--- src/reload_timer_map.svh ---
/*
  Register offsets, source codes, reset values and timing counts
  for the reload timer with period capture.
  Assumes a 32-bit APB slave with byte addresses on paddr[7:0].
*/
`ifndef RELOAD_TIMER_MAP_SVH
`define RELOAD_TIMER_MAP_SVH

`define ADDR_CONTROL      8'h00
`define ADDR_CLOCK_CTRL   8'h04
`define ADDR_LOW_COUNT    8'h08
`define ADDR_HIGH_COUNT   8'h0C
`define ADDR_LOW_RELOAD   8'h10
`define ADDR_HIGH_RELOAD  8'h14

`define CONTROL_RESET     8'h00
`define CLOCK_CTRL_RESET  3'h0
`define BYTE_RESET        8'h00
`define BYTE_MAX          8'hFF

`define EXT_SYS_DIV12     2'h0
`define EXT_RTC_DIV8      2'h1
`define EXT_RESERVED      2'h2
`define EXT_COMPARATOR    2'h3

`define SYS_DIVIDE        4'hC
`define RTC_DIVIDE        3'h7

`endif

--- src/reload_timer_pkg.sv ---
/*
  Types shared by the reload timer files.
  Assumes the constants header is compiled alongside.
*/
package reload_timer_pkg;

  typedef struct packed {
    logic       high_flag;
    logic       low_flag;
    logic       low_irq_en;
    logic       capture_en;
    logic       split;
    logic       run;
    logic [1:0] ext_sel;
  } control_t;

  typedef struct packed {
    logic irq_en;
    logic high_sys;
    logic low_sys;
  } clock_ctrl_t;

  typedef struct packed {
    logic div12;
    logic rtc_div8;
    logic comp_rise;
  } ticks_t;

endpackage

--- src/clock_source_select.sv ---
/*
  Count pulse selection for one half of the timer.
  Assumes all tick inputs are single-cycle pulses on pclk.
*/
`include "reload_timer_map.svh"

module clock_source_select
  import reload_timer_pkg::*;
(
  input  wire logic       sys_select, // Count every pclk when high
  input  wire logic [1:0] ext_select, // External source code
  input  wire ticks_t     ticks,      // Slow source pulses
  output logic            tick        // Count pulse for this half
);

  always_comb begin
    tick = 1'b0;
    if (sys_select) begin
      tick = 1'b1;
    end else begin
      case (ext_select)
        `EXT_SYS_DIV12:  tick = ticks.div12;
        `EXT_RTC_DIV8:   tick = ticks.rtc_div8;
        `EXT_COMPARATOR: tick = ticks.comp_rise;
        default:         tick = 1'b0;
      endcase
    end
  end

endmodule // clock_source_select

--- src/reload_timer.sv ---
/*
  Reload timer with period capture, programmed over APB.
  Assumes comparator_in and rtc_clk_in are asynchronous levels that
  change much slower than pclk.
*/
// Decided for this implementation: the APB register port and the address map.
`include "reload_timer_map.svh"

module reload_timer (
  input  wire logic        pclk,          // System clock, 25 MHz
  input  wire logic        presetn,       // Async reset, active low
  input  wire logic        psel,          // APB select
  input  wire logic        penable,       // APB access phase
  input  wire logic        pwrite,        // APB write
  input  wire logic [7:0]  paddr,         // APB byte address
  input  wire logic [31:0] pwdata,        // APB write data
  input  wire logic        comparator_in, // Comparator output level
  input  wire logic        rtc_clk_in,    // Real-time clock level
  output logic [31:0]      prdata,        // APB read data
  output logic             pready,        // APB ready
  output logic             pslverr,       // APB error, unmapped
  output logic             timer_irq      // Timer interrupt request
);
  import reload_timer_pkg::*;

  // Software-visible state.
  control_t    ctrl;
  control_t    next_ctrl;
  clock_ctrl_t clk_ctrl;
  clock_ctrl_t next_clk_ctrl;
  logic [7:0]  low_count_byte;
  logic [7:0]  next_low_count_byte;
  logic [7:0]  high_count_byte;
  logic [7:0]  next_high_count_byte;
  logic [7:0]  low_reload_byte;
  logic [7:0]  next_low_reload_byte;
  logic [7:0]  high_reload_byte;
  logic [7:0]  next_high_reload_byte;

  logic [1:0]  comp_sync;
  logic [1:0]  next_comp_sync;
  logic [1:0]  rtc_sync;
  logic [1:0]  next_rtc_sync;
  logic        comp_last;
  logic        next_comp_last;
  logic        rtc_last;
  logic        next_rtc_last;
  logic [3:0]  sys_div;
  logic [3:0]  next_sys_div;
  logic [2:0]  rtc_div;
  logic [2:0]  next_rtc_div;
  // Pulses from the slow sources, one pclk wide.
  ticks_t      ticks;

  // Next values of the registered bus answer and interrupt.
  logic [31:0] next_prdata;
  logic        next_pready;
  logic        next_pslverr;
  logic        next_timer_irq;

  // Per-cycle decode of the timer core and the APB port; none of these is stored.
  logic        low_tick;
  logic        high_tick;
  logic        low_inc;
  logic        high_inc;
  logic        low_wrap;
  logic        full_wrap;
  logic        capture;
  logic        set_high_flag;
  logic        set_low_flag;
  logic        setup;
  logic        wr_access;
  logic        mapped;
  logic [31:0] read_word;

  // Synchroniser group. Only the second stage of each pair feeds logic;
  // the first stage may still be settling when pclk samples it.
  always_comb begin
    next_comp_sync = {comp_sync[0], comparator_in};
    next_rtc_sync  = {rtc_sync[0], rtc_clk_in};
    next_comp_last = comp_sync[1];
    next_rtc_last  = rtc_sync[1];
  end

  always_ff @(posedge pclk or negedge presetn) begin
    if (!presetn) begin
      comp_sync <= 2'h0;
      rtc_sync  <= 2'h0;
      comp_last <= 1'b0;
      rtc_last  <= 1'b0;
    end else begin
      comp_sync <= next_comp_sync;
      rtc_sync  <= next_rtc_sync;
      comp_last <= next_comp_last;
      rtc_last  <= next_rtc_last;
    end
  end

  // Divider group. The divide-by-12 runs free from reset, so its first
  // pulse after a mode change may come early; a user who needs an exact
  // first interval must start from the system clock instead.
  // The oscillator divider counts synchronised rising edges, so each
  // rising oscillator edge is seen exactly once however it falls against pclk.
  always_comb begin
    ticks.comp_rise = comp_sync[1] & ~comp_last;
    ticks.div12    = (sys_div == `SYS_DIVIDE - 4'h1);
    next_sys_div   = ticks.div12 ? 4'h0 : sys_div + 4'h1;
    next_rtc_div   = rtc_div;
    ticks.rtc_div8 = 1'b0;
    if (rtc_sync[1] & ~rtc_last) begin
      next_rtc_div   = rtc_div + 3'h1;
      ticks.rtc_div8 = (rtc_div == `RTC_DIVIDE);
    end
  end

  always_ff @(posedge pclk or negedge presetn) begin
    if (!presetn) begin
      sys_div <= 4'h0;
      rtc_div <= 3'h0;
    end else begin
      sys_div <= next_sys_div;
      rtc_div <= next_rtc_div;
    end
  end

  // Both halves share the source code; only the select bits differ,
  // which is why each half has its own selector.
  clock_source_select low_source (
    .sys_select (clk_ctrl.low_sys),
    .ext_select (ctrl.ext_sel),
    .ticks      (ticks),
    .tick       (low_tick)
  );

  clock_source_select high_source (
    .sys_select (clk_ctrl.high_sys),
    .ext_select (ctrl.ext_sel),
    .ticks      (ticks),
    .tick       (high_tick)
  );

  // APB decode. Every transfer takes exactly one access cycle.
  // Writes to an unmapped address fall through the decode and change
  // nothing; the error answer is the only trace they leave.
  always_comb begin
    setup     = psel & ~penable;
    wr_access = psel & penable & pready & pwrite;
    mapped    = 1'b1;
    read_word = 32'h0000_0000;
    case (paddr)
      `ADDR_CONTROL:     read_word = {24'h00_0000, ctrl};
      `ADDR_CLOCK_CTRL:  read_word = {29'h0000_0000, clk_ctrl};
      `ADDR_LOW_COUNT:   read_word = {24'h00_0000, low_count_byte};
      `ADDR_HIGH_COUNT:  read_word = {24'h00_0000, high_count_byte};
      `ADDR_LOW_RELOAD:  read_word = {24'h00_0000, low_reload_byte};
      `ADDR_HIGH_RELOAD: read_word = {24'h00_0000, high_reload_byte};
      default:           mapped = 1'b0;
    endcase
    next_pready  = setup;
    next_pslverr = setup & ~mapped;
    next_prdata  = (setup & ~pwrite) ? read_word : 32'h0000_0000;
  end

  // Timer core. Software writes to data bytes win over counting in the
  // same cycle, but a flag that hardware sets in that cycle stays set.
  always_comb begin
    next_ctrl             = ctrl;
    next_clk_ctrl         = clk_ctrl;
    next_low_count_byte   = low_count_byte;
    next_high_count_byte  = high_count_byte;
    next_low_reload_byte  = low_reload_byte;
    next_high_reload_byte = high_reload_byte;
    set_high_flag         = 1'b0;
    set_low_flag          = 1'b0;

    // In 16-bit mode the low half's source drives the whole counter.
    low_inc   = ctrl.split ? low_tick : (low_tick & ctrl.run);
    high_inc  = ctrl.split & high_tick & ctrl.run;
    low_wrap  = low_inc & (low_count_byte == `BYTE_MAX);
    full_wrap = low_wrap & (high_count_byte == `BYTE_MAX);
    // The upper source bit picks the capture event in capture mode.
    capture   = ctrl.capture_en &
                (ctrl.ext_sel[1] ? ticks.comp_rise
                                 : ticks.rtc_div8);

    if (low_inc) begin
      next_low_count_byte = low_count_byte + 8'h01;
    end
    if (low_wrap) begin
      set_low_flag = 1'b1;
    end

    // 16-bit mode: the high byte steps on each low wrap, and the pair
    // reloads only when both bytes wrap together.
    if (!ctrl.split) begin
      if (low_wrap) begin
        next_high_count_byte = high_count_byte + 8'h01;
      end
      if (full_wrap) begin
        set_high_flag = 1'b1;
        // Capture owns the reload pair, so the counter free-runs there.
        if (!ctrl.capture_en) begin
          next_low_count_byte  = low_reload_byte;
          next_high_count_byte = high_reload_byte;
        end
      end
    end else begin
      // Each byte reloads on its own wrap; the low byte ignores run so
      // that it can pace a second, free-running event.
      if (low_wrap) begin
        next_low_count_byte = low_reload_byte;
      end
      if (high_inc) begin
        if (high_count_byte == `BYTE_MAX) begin
          next_high_count_byte = high_reload_byte;
          set_high_flag        = 1'b1;
        end else begin
          next_high_count_byte = high_count_byte + 8'h01;
        end
      end
    end

    // A capture overwrites the reload pair; software must read it before
    // the next event or the earlier period is lost.
    if (capture) begin
      next_low_reload_byte  = low_count_byte;
      next_high_reload_byte = high_count_byte;
      set_high_flag         = 1'b1;
    end

    // Software writes come last so that they override counting, and the
    // flags are merged after them so that a hardware set is never lost.
    if (wr_access) begin
      case (paddr)
        `ADDR_CONTROL:     next_ctrl = control_t'(pwdata[7:0]);
        `ADDR_CLOCK_CTRL:  next_clk_ctrl = clock_ctrl_t'(pwdata[2:0]);
        `ADDR_LOW_COUNT:   next_low_count_byte = pwdata[7:0];
        `ADDR_HIGH_COUNT:  next_high_count_byte = pwdata[7:0];
        `ADDR_LOW_RELOAD:  next_low_reload_byte = pwdata[7:0];
        `ADDR_HIGH_RELOAD: next_high_reload_byte = pwdata[7:0];
        default:           next_ctrl = ctrl;
      endcase
    end

    // Flags fall only by a software write; a set in the same cycle wins.
    next_ctrl.high_flag = next_ctrl.high_flag | set_high_flag;
    next_ctrl.low_flag  = next_ctrl.low_flag | set_low_flag;
  end

  // Interrupt group. The request is a level taken from the registered
  // flags, so it rises one cycle after a flag and stays up until
  // software clears that flag or its enable. With both enables set the handler must
  // inspect both flags to find the cause.
  always_comb begin
    next_timer_irq = 1'b0;
    if (clk_ctrl.irq_en) begin
      next_timer_irq = ctrl.high_flag;
      if (ctrl.low_irq_en & ctrl.low_flag) begin
        next_timer_irq = 1'b1;
      end
    end
  end

  always_ff @(posedge pclk or negedge presetn) begin
    if (!presetn) begin
      timer_irq <= 1'b0;
    end else begin
      timer_irq <= next_timer_irq;
    end
  end

  // Bus group. The answer is launched from the setup cycle, so it leaves
  // a flip-flop and still needs no wait state.
  always_ff @(posedge pclk or negedge presetn) begin
    if (!presetn) begin
      prdata  <= 32'h0000_0000;
      pready  <= 1'b0;
      pslverr <= 1'b0;
    end else begin
      prdata  <= next_prdata;
      pready  <= next_pready;
      pslverr <= next_pslverr;
    end
  end

  // Timer group. Reset leaves the timer stopped in 16-bit mode with
  // every byte and flag at zero.
  always_ff @(posedge pclk or negedge presetn) begin
    if (!presetn) begin
      ctrl             <= control_t'(`CONTROL_RESET);
      clk_ctrl         <= clock_ctrl_t'(`CLOCK_CTRL_RESET);
      low_count_byte   <= `BYTE_RESET;
      high_count_byte  <= `BYTE_RESET;
      low_reload_byte  <= `BYTE_RESET;
      high_reload_byte <= `BYTE_RESET;
    end else begin
      ctrl             <= next_ctrl;
      clk_ctrl         <= next_clk_ctrl;
      low_count_byte   <= next_low_count_byte;
      high_count_byte  <= next_high_count_byte;
      low_reload_byte  <= next_low_reload_byte;
      high_reload_byte <= next_high_reload_byte;
    end
  end

endmodule // reload_timer

--- config.mk ---
export PLATFORM = sky130hd
export DESIGN_NAME = reload_timer
export DESIGN_NICKNAME = d
export VERILOG_FILES = /design/src/reload_timer_pkg.sv /design/src/clock_source_select.sv /design/src/reload_timer.sv
export VERILOG_INCLUDE_DIRS = /design/src /design/src/src
export SDC_FILE = /design/constraint.sdc
export NUM_CORES = 1
export LEC_CHECK = 0
export BUFFER_PORTS_ARGS = -buffer_cell sky130_fd_sc_hd__buf_2
export CAP_MARGIN = 20
export CELL_PAD_IN_SITES_DETAIL_PLACEMENT = 2
export CELL_PAD_IN_SITES_GLOBAL_PLACEMENT = 2
export CORE_MARGIN = 3
export CORE_UTILIZATION = 34
export DETAILED_ROUTE_END_ITERATION = 10
export MAX_ROUTING_LAYER = met4
export PLACE_DENSITY_LB_ADDON = 0.15
export SYNTH_ARGS = -nofsm -noshare
export SYNTH_HDL_FRONTEND = slang
export SYNTH_HIERARCHICAL = 1
export SYNTH_SLANG_ARGS = --single-unit
--- constraint.sdc ---
create_clock -name pclk -period 2.7 [get_ports pclk]
set_clock_uncertainty 0.15 [all_clocks]
set_input_delay 0.135 -clock pclk [delete_from_list [all_inputs] [get_ports pclk]]
set_output_delay 0.135 -clock pclk [all_outputs]
set_load 0.05 [all_outputs]
==> summary.txt, run 1 <==
Critical path
  – CP required: 2.82 ns
  – Crit path buf inv count: 1
  – Critical Path Stages: 11
  – Crit-path slowest cell: mux4_2
  – WP data arrival: 2.73 ns
  – Crit path capture type: flop
  – Cell depth of the worst flop-to-flop path: 11
  – Cell class contributing the biggest share of worst-path delay: multiplexers
  – Worst-path cell chain: ha_2, ha_4, and2_4, mux2i_4, o21ai_4, o21ai_4, nor4_4, buf_6, nand2_1, mux4_2, a21oi_2
  – CP Launch Type: flop
  – Slowest stage delay, CP: 0.48 ns
  – Worst Path Max Fanout: 8
  – Critical path class: reg2reg
  – Most common cell on crit path: o21ai_4

Synth
  – Multiplexer share of the synthesized area: 13.3%
  – Simple-gate share of the synthesized area: 18.9%
  – Synth cell types: 56
  – Adder-cell area share of the yosys netlist: 1.52%
  – Yosys warning count: 6
  – Post-synth EDFFs: 0
  – Synth Flop Type: dfrtp_1
  – Synth Area in Compound Gates: 15.0%
  – Asr flop ratio synth: 100%
  – XOR/XNOR share of the synthesized area: 1.92%
  – Part of the Yosys area used for sequential elements: 40.8%
  – Main combinational cell family by area after synthesis: simple AND/OR/NAND/NOR gates
  – Post-Syn Area: 0.00411 mm²
  – Number of standard cells after synthesis: 437
  – Yosys reg bits: 67
  – Syn avg cell area: 9.41 µm²

Place
  – Routability cong.: 0.849
  – DP HPWL: 10100 µm
  – Dpl cell area: 0.00440 mm²
  – IO Port Bufs: 33

Drt
  – Final ANT Viol Nets: 0
  – Vias per inst: 5.51
  – Vias: 3527
  – DR WL/cell: 21.7 µm
  – DRT Wirelength: 13900 µm
  – DRC Markers: 0
  – Pre-antenna DRT Iters: 4
  – Iteration-0 DRC Markers: 207

Timing
  – Max Slew Vio Count: 0
  – Final Cycle Share: 96.4%
  – # setup viols final: 0
  – WHS: 0.0106 ns
  – Final Hold Fails: 0
  – Min cycle time layout: 2.60 ns
  – Fmax: 0.384 GHz
  – Headroom to the max-slew limit: 56.8%
  – Worst-Margin Slew: 0.649 ns

Floorplan
  – Cell row count: 39
  – Core ar.: 0.0116 mm²
  – Initial core utilization: 35.4%
  – Die Area: 0.0134 mm²
  – Die H: 116 µm
  – # IOs: 82
  – Die width: 116 µm

Worst hold path
  – Hold/Removal Path Class: in2reg
  – Worst hold stages: 3

GRT
  – GRT Residual Overflow: 0
  – Gr usage total: 22.6%
  – First-pass GRT wire length: 22100 µm
  – Largest net degree at the start of global routing: 44
  – Vias in the first global route: 3865
  – Initial antenna violation count: 0

Pwr
  – P_leak: 2.19 nW
  – Flop pwr share: 40.9%
  – Combinational share of power: 13.4%
  – Internal power: 1.94 mW
  – Pwr dens: 538 mW/mm²
  – Peak supply drop: 369 µV
  – NetSw: 0.726 mW
  – Switch share: 27.2%
  – Clk pwr share: 45.6%

Final layout
  – Register area: 0.00168 mm²
  – Multi-input logic area: 0.00227 mm²
  – Fin area: 0.00496 mm²
  – Commonest non-fill, non-tap cell in the layout: dfrtp_1
  – Most frequent cells in the layout: 67 x dfrtp_1, 59 x nand2_1, 40 x o21ai_0
  – Nets: 544
  – Layout cells sized above 1: 22.9%
  – Number of inserted diodes: 0
  – Area grow syn2layout: 20.5%
  – Fillers: 1292

Clock network
  – Skew-Pair Late Insertion Delay: 0.34 ns
  – Clock-pin slew of the registers on the worst-case setup and hold paths: 0.06 ns
  – H-Tree Depth: 3
  – Clock tree root driver cell: clkbuf_16
  – CTS Sinks: 67
  – TritonCTS Buffers: 9
  – Max Root-Sink Buffers: 2
  – CTS tree: yes

Outcome
  – Status: finished clean

Run
  – Max cap viols: 0
[registers in the layout (all words and copies together), names as in the netlist]
| name | flops |
|---|---|
| prdata | 8 |
| rtc_last | 1 |
| rtc_div | 3 |
| low_reload_byte | 8 |
| comp_last | 1 |
| timer_irq | 1 |
| rtc_sync | 2 |
| comp_sync | 2 |
| sys_div | 4 |
| high_reload_byte | 8 |
| pslverr | 1 |
| low_count_byte | 8 |
| pready | 1 |
| clk_ctrl | 3 |
| ctrl | 8 |
| high_count_byte | 8 |
[Yosys cell counts (2+ instances only)]
cell type | number | share of area [%]
and4b_1 | 2 | 0.49
o31ai_1 | 3 | 0.55
buf_6 | 2 | 0.55
or4_1 | 2 | 0.37
xor2_1 | 5 | 1.1
xnor2_1 | 4 | 0.85
a22oi_1 | 7 | 1.3
a21oi_1 | 25 | 3.0
nor3_1 | 6 | 0.73
buf_4 | 29 | 5.3
o22a_1 | 2 | 0.43
nand3_2 | 3 | 0.73
ha_1 | 5 | 1.5
buf_2 | 10 | 1.2
nor2b_1 | 5 | 0.76
dfrtp_1 | 67 | 41
o21ai_0 | 41 | 5.0
mux2i_1 | 32 | 7.8
and3_1 | 7 | 1.1
mux2_2 | 12 | 3.3
nor2_1 | 22 | 2.0
o21ai_1 | 3 | 0.37
nand2b_1 | 2 | 0.30
nand2_1 | 59 | 5.4
and2_1 | 5 | 0.76
a211oi_1 | 5 | 0.91
a31oi_1 | 6 | 0.91
nor4_1 | 4 | 0.61
nor3_4 | 2 | 0.79
o21a_1 | 2 | 0.37
inv_1 | 8 | 0.73
mux4_2 | 4 | 2.2
and4_1 | 4 | 0.85
nand3_1 | 12 | 1.5
a21o_1 | 2 | 0.37
clkbuf_1 | 8 | 0.73
[path summary, 6_finish.rpt]
check / from / end / slack (ns)
setup / recovery: rtc_div[0]$_DFFE_PN0P_ / high_count_byte[4]$_DFF_PN0_ / 0.1
hold / removal: paddr[4] / pslverr$_DFF_PN0_ / 0.01
setup reg to reg: rtc_div[0]$_DFFE_PN0P_ / high_count_byte[4]$_DFF_PN0_ / 0.1
hold reg to reg: comp_sync[0]$_DFF_PN0_ / comp_sync[1]$_DFF_PN0_ / 0.20
max in group asynchronous: presetn / ctrl[0]$_DFFE_PN0P_ / 1.53
min in group asynchronous: presetn / high_count_byte[7]$_DFF_PN0_ / 0.20
[cell type report]
class / count / share of cell area, %
clock buffers: 13 / 5.25
repair buffers: 70 / 10.0
inverters: 8 / 0.606
multi-input cells: 336 / 45.8
flip-flops and latches: 67 / 33.8
well taps: 143 / 3.61
clock inverters: 3 / 0.934
[cells by family (layout without fill, tap and decap cells)]
logic type | Yosys count | in the layout
AND/OR/NAND/NOR | 145 | 145
AO/OA/AOI/OAI | 105 | 105
flip-flops | 67 | 67
buffers and inverters | 57 | 94
multiplexers | 48 | 48
XOR/XNOR | 9 | 9
adder cells (fa/ha/maj) | 5 | 5
other | 1 | 24
[worst min-delay path, stage by stage]
cell,delay [ns]
buf_2,0.14
nand2_1,0.10
a21boi_0,0.09
[metal layers]
| layer | vias up | global-route usage [%] | share of wire [%] |
|---|---|---|---|
| met2 | 51 | 36.3 | 50 |
| met4 | 0 | 5.65 | 1.4 |
| met1 | 1832 | 29.4 | 47 |
| li1 | 1632 | - | - |
| met5 | - | - | 0 |
| met3 | 12 | 4.70 | 2.4 |
[timing repair]
item                                    in CTS  in global routing
endpoints found under the setup margin       1                 12
buffers inserted                             0                  2
pin swaps                                    0                  8
gates resized for setup                      1                 21
hold endpoints to repair                    56                  0
hold buffers                                13                  0
[power by group through the flow]
stage | logic, mW | clock network (mW) | registers, mW
after floorplan | 0.241 | 0 | 1.09
after global placement | 0.308 | 0 | 1.10
after CTS | 0.340 | 1.25 | 1.09
final | 0.358 | 1.22 | 1.09
after detailed placement | 0.322 | 0 | 1.11
after global routing | 0.399 | 1.30 | 1.10
[through the flow]
step	utilization [%]	setup WS, ns	total power, mW	std cells	setup TNS [ns]
6_report	42.7	0.0971	2.66	640	0
5_1_grt	42.7	-0.0174	2.79	640	-0.0217
4_1_cts	41.7	0.00231	2.67	638	0
3_5_place_dp	37.9	0.0171	1.43	609	0
3_3_place_gp	37.9	0.0583	1.41	609	0
2_1_floorplan	-	0.281	1.33	460	0
No activity file was read; power rests on OpenSTA's default activity.
==> run 2: changes to the inputs <==
--- a/config.mk
+++ b/config.mk
@@ -15,6 +15,7 @@
 export DETAILED_ROUTE_END_ITERATION = 10
 export MAX_ROUTING_LAYER = met4
 export PLACE_DENSITY_LB_ADDON = 0.15
+export RECOVER_POWER = 100
 export SYNTH_ARGS = -nofsm -noshare
 export SYNTH_HDL_FRONTEND = slang
 export SYNTH_HIERARCHICAL = 1
==> run 2 against run 1 <==
  * Fmax barely moved
  * Cell count unchanged
  * Critical path type unchanged
  * Die area unchanged
  * First-iteration DRC count grew 3.9%
  * Critical path depth unchanged
  * Highest routed layer unchanged
==> summary.txt, run 2 (same netlist as run 1, synthesis figures left out) <==
Drt
  – Max layer used: met4 (unchanged)
  – Post-route met1 wirelength: 6410 µm (was 6490 µm)
  – DRT Wirelength: 13900 µm (about the same)
  – Vias: 3519 (was 3527)
  – Iteration-0 DRC Markers: 215 (was 207)
  – Met2 wire len: 6940 µm (was 6890 µm)
  – Pre-antenna DRT Iters: 4 (unchanged)
  – DRC Markers: 0 (unchanged)
  – DR WL/cell: 21.8 µm (was 21.7 µm)
  – Final ANT Viol Nets: 0 (unchanged)
  – Wire length on met3: 378 µm (was 330 µm)
  – Vias per inst: 5.50 (was 5.51)

Pwr
  – P_leak: 2.14 nW (was 2.19 nW)
  – Peak supply drop: 369 µV (about the same)
  – Pwr dens: 540 mW/mm² (was 538 mW/mm²)

Timing
  – Worst-Margin Slew: 1.45 ns (was 0.649 ns)
  – Headroom to the max-slew limit: 3.59% (was 56.8%)
  – Fmax: 0.384 GHz (about the same)
  – Final Hold Fails: 0 (unchanged)
  – Setup ws final: 0.0972 ns (was 0.0971 ns)
  – WHS: 0.00907 ns (was 0.0106 ns)
  – Final Cycle Share: 96.4% (about the same)
  – Max Slew Vio Count: 0 (unchanged)
  – # setup viols final: 0 (unchanged)
  – Min cycle time layout: 2.60 ns (about the same)

Final layout
  – Fillers: 1300 (was 1292)
  – Number of inserted diodes: 0 (unchanged)
  – Nets: 544 (unchanged)
  – Most frequent cells in the layout: 67 x dfrtp_1, 59 x nand2_1, 40 x o21ai_0 (unchanged)
  – Layout Cells excl Fill: 640 (unchanged)
  – Layout cells sized above 1: 20.5% (was 22.9%)
  – Area grow syn2layout: 19.9% (was 20.5%)
  – Commonest non-fill, non-tap cell in the layout: dfrtp_1 (unchanged)

Critical path
  – R2R Path End: high_count_byte[4]$_DFF_PN0_ (unchanged)
  – Crit path capture type: flop (unchanged)
  – Cell depth of the worst flop-to-flop path: 11 (unchanged)
  – Critical path class: reg2reg (unchanged)
  – CP required: 2.82 ns (about the same)
  – Flop-to-flop setup slack: 0.1 ns (about the same)
  – R2R Path Start: rtc_div[0]$_DFFE_PN0P_ (unchanged)
  – Worst Path Max Fanout: 8 (unchanged)
  – WP data arrival: 2.73 ns (about the same)
  – CP Launch Type: flop (unchanged)

GRT
  – Vias in the first global route: 3865 (unchanged)
  – Gr usage total: 22.6% (unchanged)
  – Initial antenna violation count: 0 (unchanged)
  – GRT Residual Overflow: 0 (unchanged)
  – Largest net degree at the start of global routing: 44 (unchanged)
  – First-pass GRT wire length: 22100 µm (unchanged)

Run
  – Max cap viols: 0 (unchanged)

Floorplan
  – Die H: 116 µm (unchanged)
  – Die width: 116 µm (unchanged)
  – Core ar.: 0.0116 mm² (unchanged)
  – # IOs: 82 (unchanged)
  – Cell row count: 39 (unchanged)
  – Initial core utilization: 35.4% (unchanged)
  – Die Area: 0.0134 mm² (unchanged)

Worst hold path
  – Worst hold stages: 3 (unchanged)
  – Worst hold start: paddr[4] (unchanged)
  – Hold EP: pslverr$_DFF_PN0_ (unchanged)
  – Hold/Removal Path Class: in2reg (unchanged)

Outcome
  – Status: finished clean (unchanged)

Clock network
  – Clock tree root driver cell: clkbuf_16 (unchanged)
  – Skew-Pair Late Insertion Delay: 0.34 ns (about the same)
  – TritonCTS Buffers: 9 (unchanged)
  – Clock-pin slew of the registers on the worst-case setup and hold paths: 0.06 ns (about the same)
  – Max Root-Sink Buffers: 2 (unchanged)
  – CTS tree: yes (unchanged)
  – CTS Sinks: 67 (unchanged)
  – H-Tree Depth: 3 (unchanged)

Place
  – DP Cell Count: 609 (unchanged)
  – DP Worst Slack: 0.0171 ns (unchanged)
  – DP HPWL: 10100 µm (unchanged)
  – IO Port Bufs: 33 (unchanged)
  – Routability cong.: 0.849 (unchanged)
## run 2: power by group
| group | switching (mW) | total (mW) | internal (mW) | leakage, nW |
|---|---|---|---|---|
| registers | 0.0449 | 1.09 | 1.05 | 0.755 |
| logic | 0.232 | 0.354 | 0.122 | 1.24 |
| clock network | 0.452 | 1.22 | 0.767 | 0.146 |
| total | 0.728 | 2.66 | 1.94 | 2.14 |
## run 2: stage by stage
step / power (mW) / utilization [%] / TNS (ns) / cell area (µm²)
2_1_floorplan: 1.33 / - / 0 / 4200
3_3_place_gp: 1.41 / 37.9 / 0 / 4400
3_5_place_dp: 1.43 / 37.9 / 0 / 4400
4_1_cts: 2.67 / 41.7 / 0 / 4850
5_1_grt: 2.79 / 42.4 / -0.0197 / 4930
6_report: 2.66 / 42.4 / 0 / 4930
## run 2: area by class of cell
class                   instances  area [µm²]  share of cell area [%]
clock inverters                 3        46.3                   0.939
repair buffers                 70         468                    9.49
inverters                       8        30.0                   0.609
clock buffers                  13         260                    5.28
flip-flops and latches         67        1680                    34.0
multi-input cells             336        2270                    46.0
well taps                     143         179                    3.63
## run 2: critical path: stages (launching register included)
cell,delay (ns)
dfrtp_1,0.36
ha_2,0.20
ha_4,0.14
and2_4,0.15
mux2i_4,0.08
o21ai_4,0.21
o21ai_4,0.12
nor4_4,0.27
buf_6,0.19
nand2_1,0.07
mux4_2,0.48
a21oi_2,0.13
## run 2: worst max-delay path by stage
stage	start	endpoint	cells after the start
floorplan	rtc_last$_DFF_PN0_	high_count_byte[5]$_DFF_PN0_	10
global placement	rtc_div[0]$_DFFE_PN0P_	high_count_byte[6]$_DFF_PN0_	12
detailed placement	rtc_div[0]$_DFFE_PN0P_	high_count_byte[4]$_DFF_PN0_	10
CTS	sys_div[0]$_DFF_PN0_	high_count_byte[4]$_DFF_PN0_	10
global route	rtc_div[0]$_DFFE_PN0P_	high_count_byte[5]$_DFF_PN0_	12
finish	rtc_div[0]$_DFFE_PN0P_	high_count_byte[4]$_DFF_PN0_	11
## run 2: layer usage
metal,vias up,track usage [%]
li1,1630,-
met1,1818,29.4
met2,58,36.3
met3,13,4.70
met4,0,5.65
met5,-,-
## run 2: timing repair
action	in CTS	in global routing
pin swaps	0	8
resized for setup	1	21
buffers inserted	0	2
hold endpoints to repair	56	0
endpoints found under the setup margin	1	12
hold buffers	13	0
==> run 3: changes to the inputs <==
--- a/config.mk
+++ b/config.mk
@@ -13,7 +13,7 @@
 export CORE_MARGIN = 3
 export CORE_UTILIZATION = 34
 export DETAILED_ROUTE_END_ITERATION = 10
-export MAX_ROUTING_LAYER = met4
+export HOLD_SLACK_MARGIN = 0.05
 export PLACE_DENSITY_LB_ADDON = 0.15
 export RECOVER_POWER = 100
 export SYNTH_ARGS = -nofsm -noshare
==> run 3 against run 2 <==
  * Flip-flop and latch count is the same
  * Utilization grew 0.29 points
  * Clock-buffer cell count is the same
  * Highest routed layer unchanged
  * Critical endpoint unchanged
  * The run now ends with capacitance limit, slew limit left
==> summary.txt, run 3 (same netlist as run 1, synthesis figures left out) <==
Critical path
  – Cell depth of the worst flop-to-flop path: 11 (unchanged)
  – Flop-to-flop setup slack: 0.11 ns (was 0.1 ns)
  – CP required: 2.82 ns (about the same)
  – Worst-path cell chain: ha_2, ha_4, and2_4, mux2i_4, o21ai_4, o21ai_4, nor4_4, buf_6, nand2_1, mux4_2, a21oi_2 (unchanged)
  – R2R Path Start: rtc_div[0]$_DFFE_PN0P_ (unchanged)
  – Most common cell on crit path: o21ai_4 (unchanged)
  – Critical path class: reg2reg (unchanged)
  – Slowest stage delay, CP: 0.48 ns (about the same)
  – Crit-path slowest cell: mux4_2 (unchanged)
  – Crit path capture type: flop (unchanged)
  – Worst Path Max Fanout: 8 (unchanged)
  – R2R Path End: high_count_byte[4]$_DFF_PN0_ (unchanged)
  – CP Launch Type: flop (unchanged)
  – WP data arrival: 2.71 ns (was 2.73 ns)

Floorplan
  – Die Area: 0.0134 mm² (unchanged)
  – Initial core utilization: 35.4% (unchanged)
  – Die H: 116 µm (unchanged)
  – # IOs: 82 (unchanged)
  – Die width: 116 µm (unchanged)
  – Core ar.: 0.0116 mm² (unchanged)
  – Cell row count: 39 (unchanged)

Clock network
  – Clock-pin slew of the registers on the worst-case setup and hold paths: 0.06 ns (about the same)
  – Clock tree root driver cell: clkbuf_16 (unchanged)
  – Skew-Pair Late Insertion Delay: 0.34 ns (about the same)
  – CTS tree: yes (unchanged)
  – CTS Sinks: 67 (unchanged)
  – Max Root-Sink Buffers: 2 (unchanged)
  – H-Tree Depth: 3 (unchanged)
  – TritonCTS Buffers: 9 (unchanged)

Drt
  – Vias: 3545 (was 3519)
  – Pre-antenna DRT Iters: 4 (unchanged)
  – DR WL/cell: 21.6 µm (was 21.8 µm)
  – DRC Markers: 0 (unchanged)
  – DRT Wirelength: 13900 µm (about the same)
  – Vias per inst: 5.52 (was 5.50)
  – Iteration-0 DRC Markers: 202 (was 215)
  – Final ANT Viol Nets: 0 (unchanged)

Final layout
  – Number of inserted diodes: 0 (unchanged)
  – Multi-input logic area: 0.00227 mm² (about the same)
  – Most frequent cells in the layout: 67 x dfrtp_1, 59 x nand2_1, 40 x o21ai_0 (unchanged)
  – Nets: 546 (was 544)
  – Layout cells sized above 1: 20.4% (was 20.5%)
  – Register area: 0.00168 mm² (unchanged)
  – Layout Cells excl Fill: 642 (was 640)
  – Fillers: 1299 (was 1300)
  – Area grow syn2layout: 20.7% (was 19.9%)
  – Commonest non-fill, non-tap cell in the layout: dfrtp_1 (unchanged)

Outcome
  – Status: finished, violations left (was finished clean)
  – Failing checks: capacitance limit, slew limit

Timing
  – # setup viols final: 0 (unchanged)
  – Final Hold Fails: 0 (unchanged)
  – Worst-Margin Slew: 1.56 ns (was 1.45 ns)
  – Headroom to the max-slew limit: -4.24% (was 3.59%)
  – Final Cycle Share: 95.8% (was 96.4%)
  – Min cycle time layout: 2.59 ns (was 2.60 ns)
  – Max Slew Vio Count: 25 (was 0)
  – Fmax: 0.386 GHz (was 0.384 GHz)

Place
  – IO Port Bufs: 33 (unchanged)
  – Routability cong.: 0.836 (was 0.849)
  – DP HPWL: 10100 µm (unchanged)
  – DP Cell Count: 609 (unchanged)

Pwr
  – Peak supply drop: 368 µV (was 369 µV)
  – Pwr dens: 537 mW/mm² (was 540 mW/mm²)
  – Overall power: 2.67 mW (was 2.66 mW)
  – P_leak: 2.15 nW (was 2.14 nW)

Worst hold path
  – Worst hold stages: 3 (unchanged)
  – Hold EP: prdata[1]$_DFF_PN0_ (was pslverr$_DFF_PN0_)
  – Worst hold start: pwrite (was paddr[4])
  – Hold/Removal Path Class: in2reg (unchanged)

GRT
  – First-pass GRT wire length: 22300 µm (was 22100 µm)
  – GRT Residual Overflow: 0 (unchanged)
  – Largest net degree at the start of global routing: 44 (unchanged)
  – Initial antenna violation count: 0 (unchanged)
  – Vias in the first global route: 3891 (was 3865)
  – Gr usage total: 22.1% (was 22.6%)

Run
  – Max cap viols: 1 (was 0)
-- run 3: layout make-up --
| cell class | instances | share of cell area [%] |
|---|---|---|
| flip-flops and latches | 67 | 33.8 |
| well taps | 143 | 3.61 |
| inverters | 8 | 0.605 |
| multi-input cells | 336 | 45.7 |
| repair buffers | 72 | 10.1 |
| clock inverters | 3 | 0.933 |
| clock buffers | 13 | 5.24 |
-- run 3: worst max-delay path by stage --
stage	start	endpoint	slack, ns
6_report	rtc_div[0]$_DFFE_PN0P_	high_count_byte[4]$_DFF_PN0_	0.11
3_5_place_dp	rtc_div[0]$_DFFE_PN0P_	high_count_byte[4]$_DFF_PN0_	0.02
4_1_cts	sys_div[0]$_DFF_PN0_	high_count_byte[4]$_DFF_PN0_	0.002
3_3_place_gp	rtc_div[0]$_DFFE_PN0P_	high_count_byte[6]$_DFF_PN0_	0.06
5_1_grt	rtc_div[0]$_DFFE_PN0P_	high_count_byte[5]$_DFF_PN0_	-0.02
2_1_floorplan	rtc_last$_DFF_PN0_	high_count_byte[5]$_DFF_PN0_	0.28
-- run 3: routing by layer --
metal / GRT usage, % / routed length (µm) / part of all wire, %
met1: 29.8 / 6310 / 45
met2: 36.2 / 6920 / 50
met3: 4.70 / 471 / 3.4
met4: 5.65 / 199 / 1.4
met5: 0 / 0 / 0
-- run 3: timing repair --
action	CTS	global route
hold endpoints to repair	71	0
setup endpoints to repair	1	12
pin swaps	0	8
cloned	0	0
setup buffers	0	2
resized for setup	1	21
hold buffers	15	0
-- run 3: power breakdown --
group          switching [mW]  internal (mW)  leakage [nW]
Sequential             0.0453           1.05         0.755
Combinational           0.233          0.126          1.25
Clock                   0.447          0.767         0.146
Total                   0.726           1.94          2.15
-- run 3: metrics by stage --
| step | area [µm²] | setup TNS [ns] | hold slack, ns | utilization [%] | setup WS [ns] |
|---|---|---|---|---|---|
| 2_1_floorplan | 4200 | 0 | -0.311 | - | 0.281 |
| 3_3_place_gp | 4400 | 0 | 0.0388 | 37.9 | 0.0583 |
| 3_5_place_dp | 4400 | 0 | 0.0498 | 37.9 | 0.0171 |
| 4_1_cts | 4870 | 0 | 0.0505 | 41.9 | 0.00231 |
| 5_1_grt | 4960 | -0.0175 | 0.111 | 42.7 | -0.0169 |
| 6_report | 4960 | 0 | 0.0767 | 42.7 | 0.112 |
-- run 3: critical path: cells and delay by family, from the launching register on --
family / cells / cell delay, ns
buffers and inverters: 1 / 0.18
adder cells (fa/ha/maj): 2 / 0.34
AND/OR/NAND/NOR: 3 / 0.48
flip-flops: 1 / 0.36
AO/OA/AOI/OAI: 3 / 0.44
multiplexers: 2 / 0.56
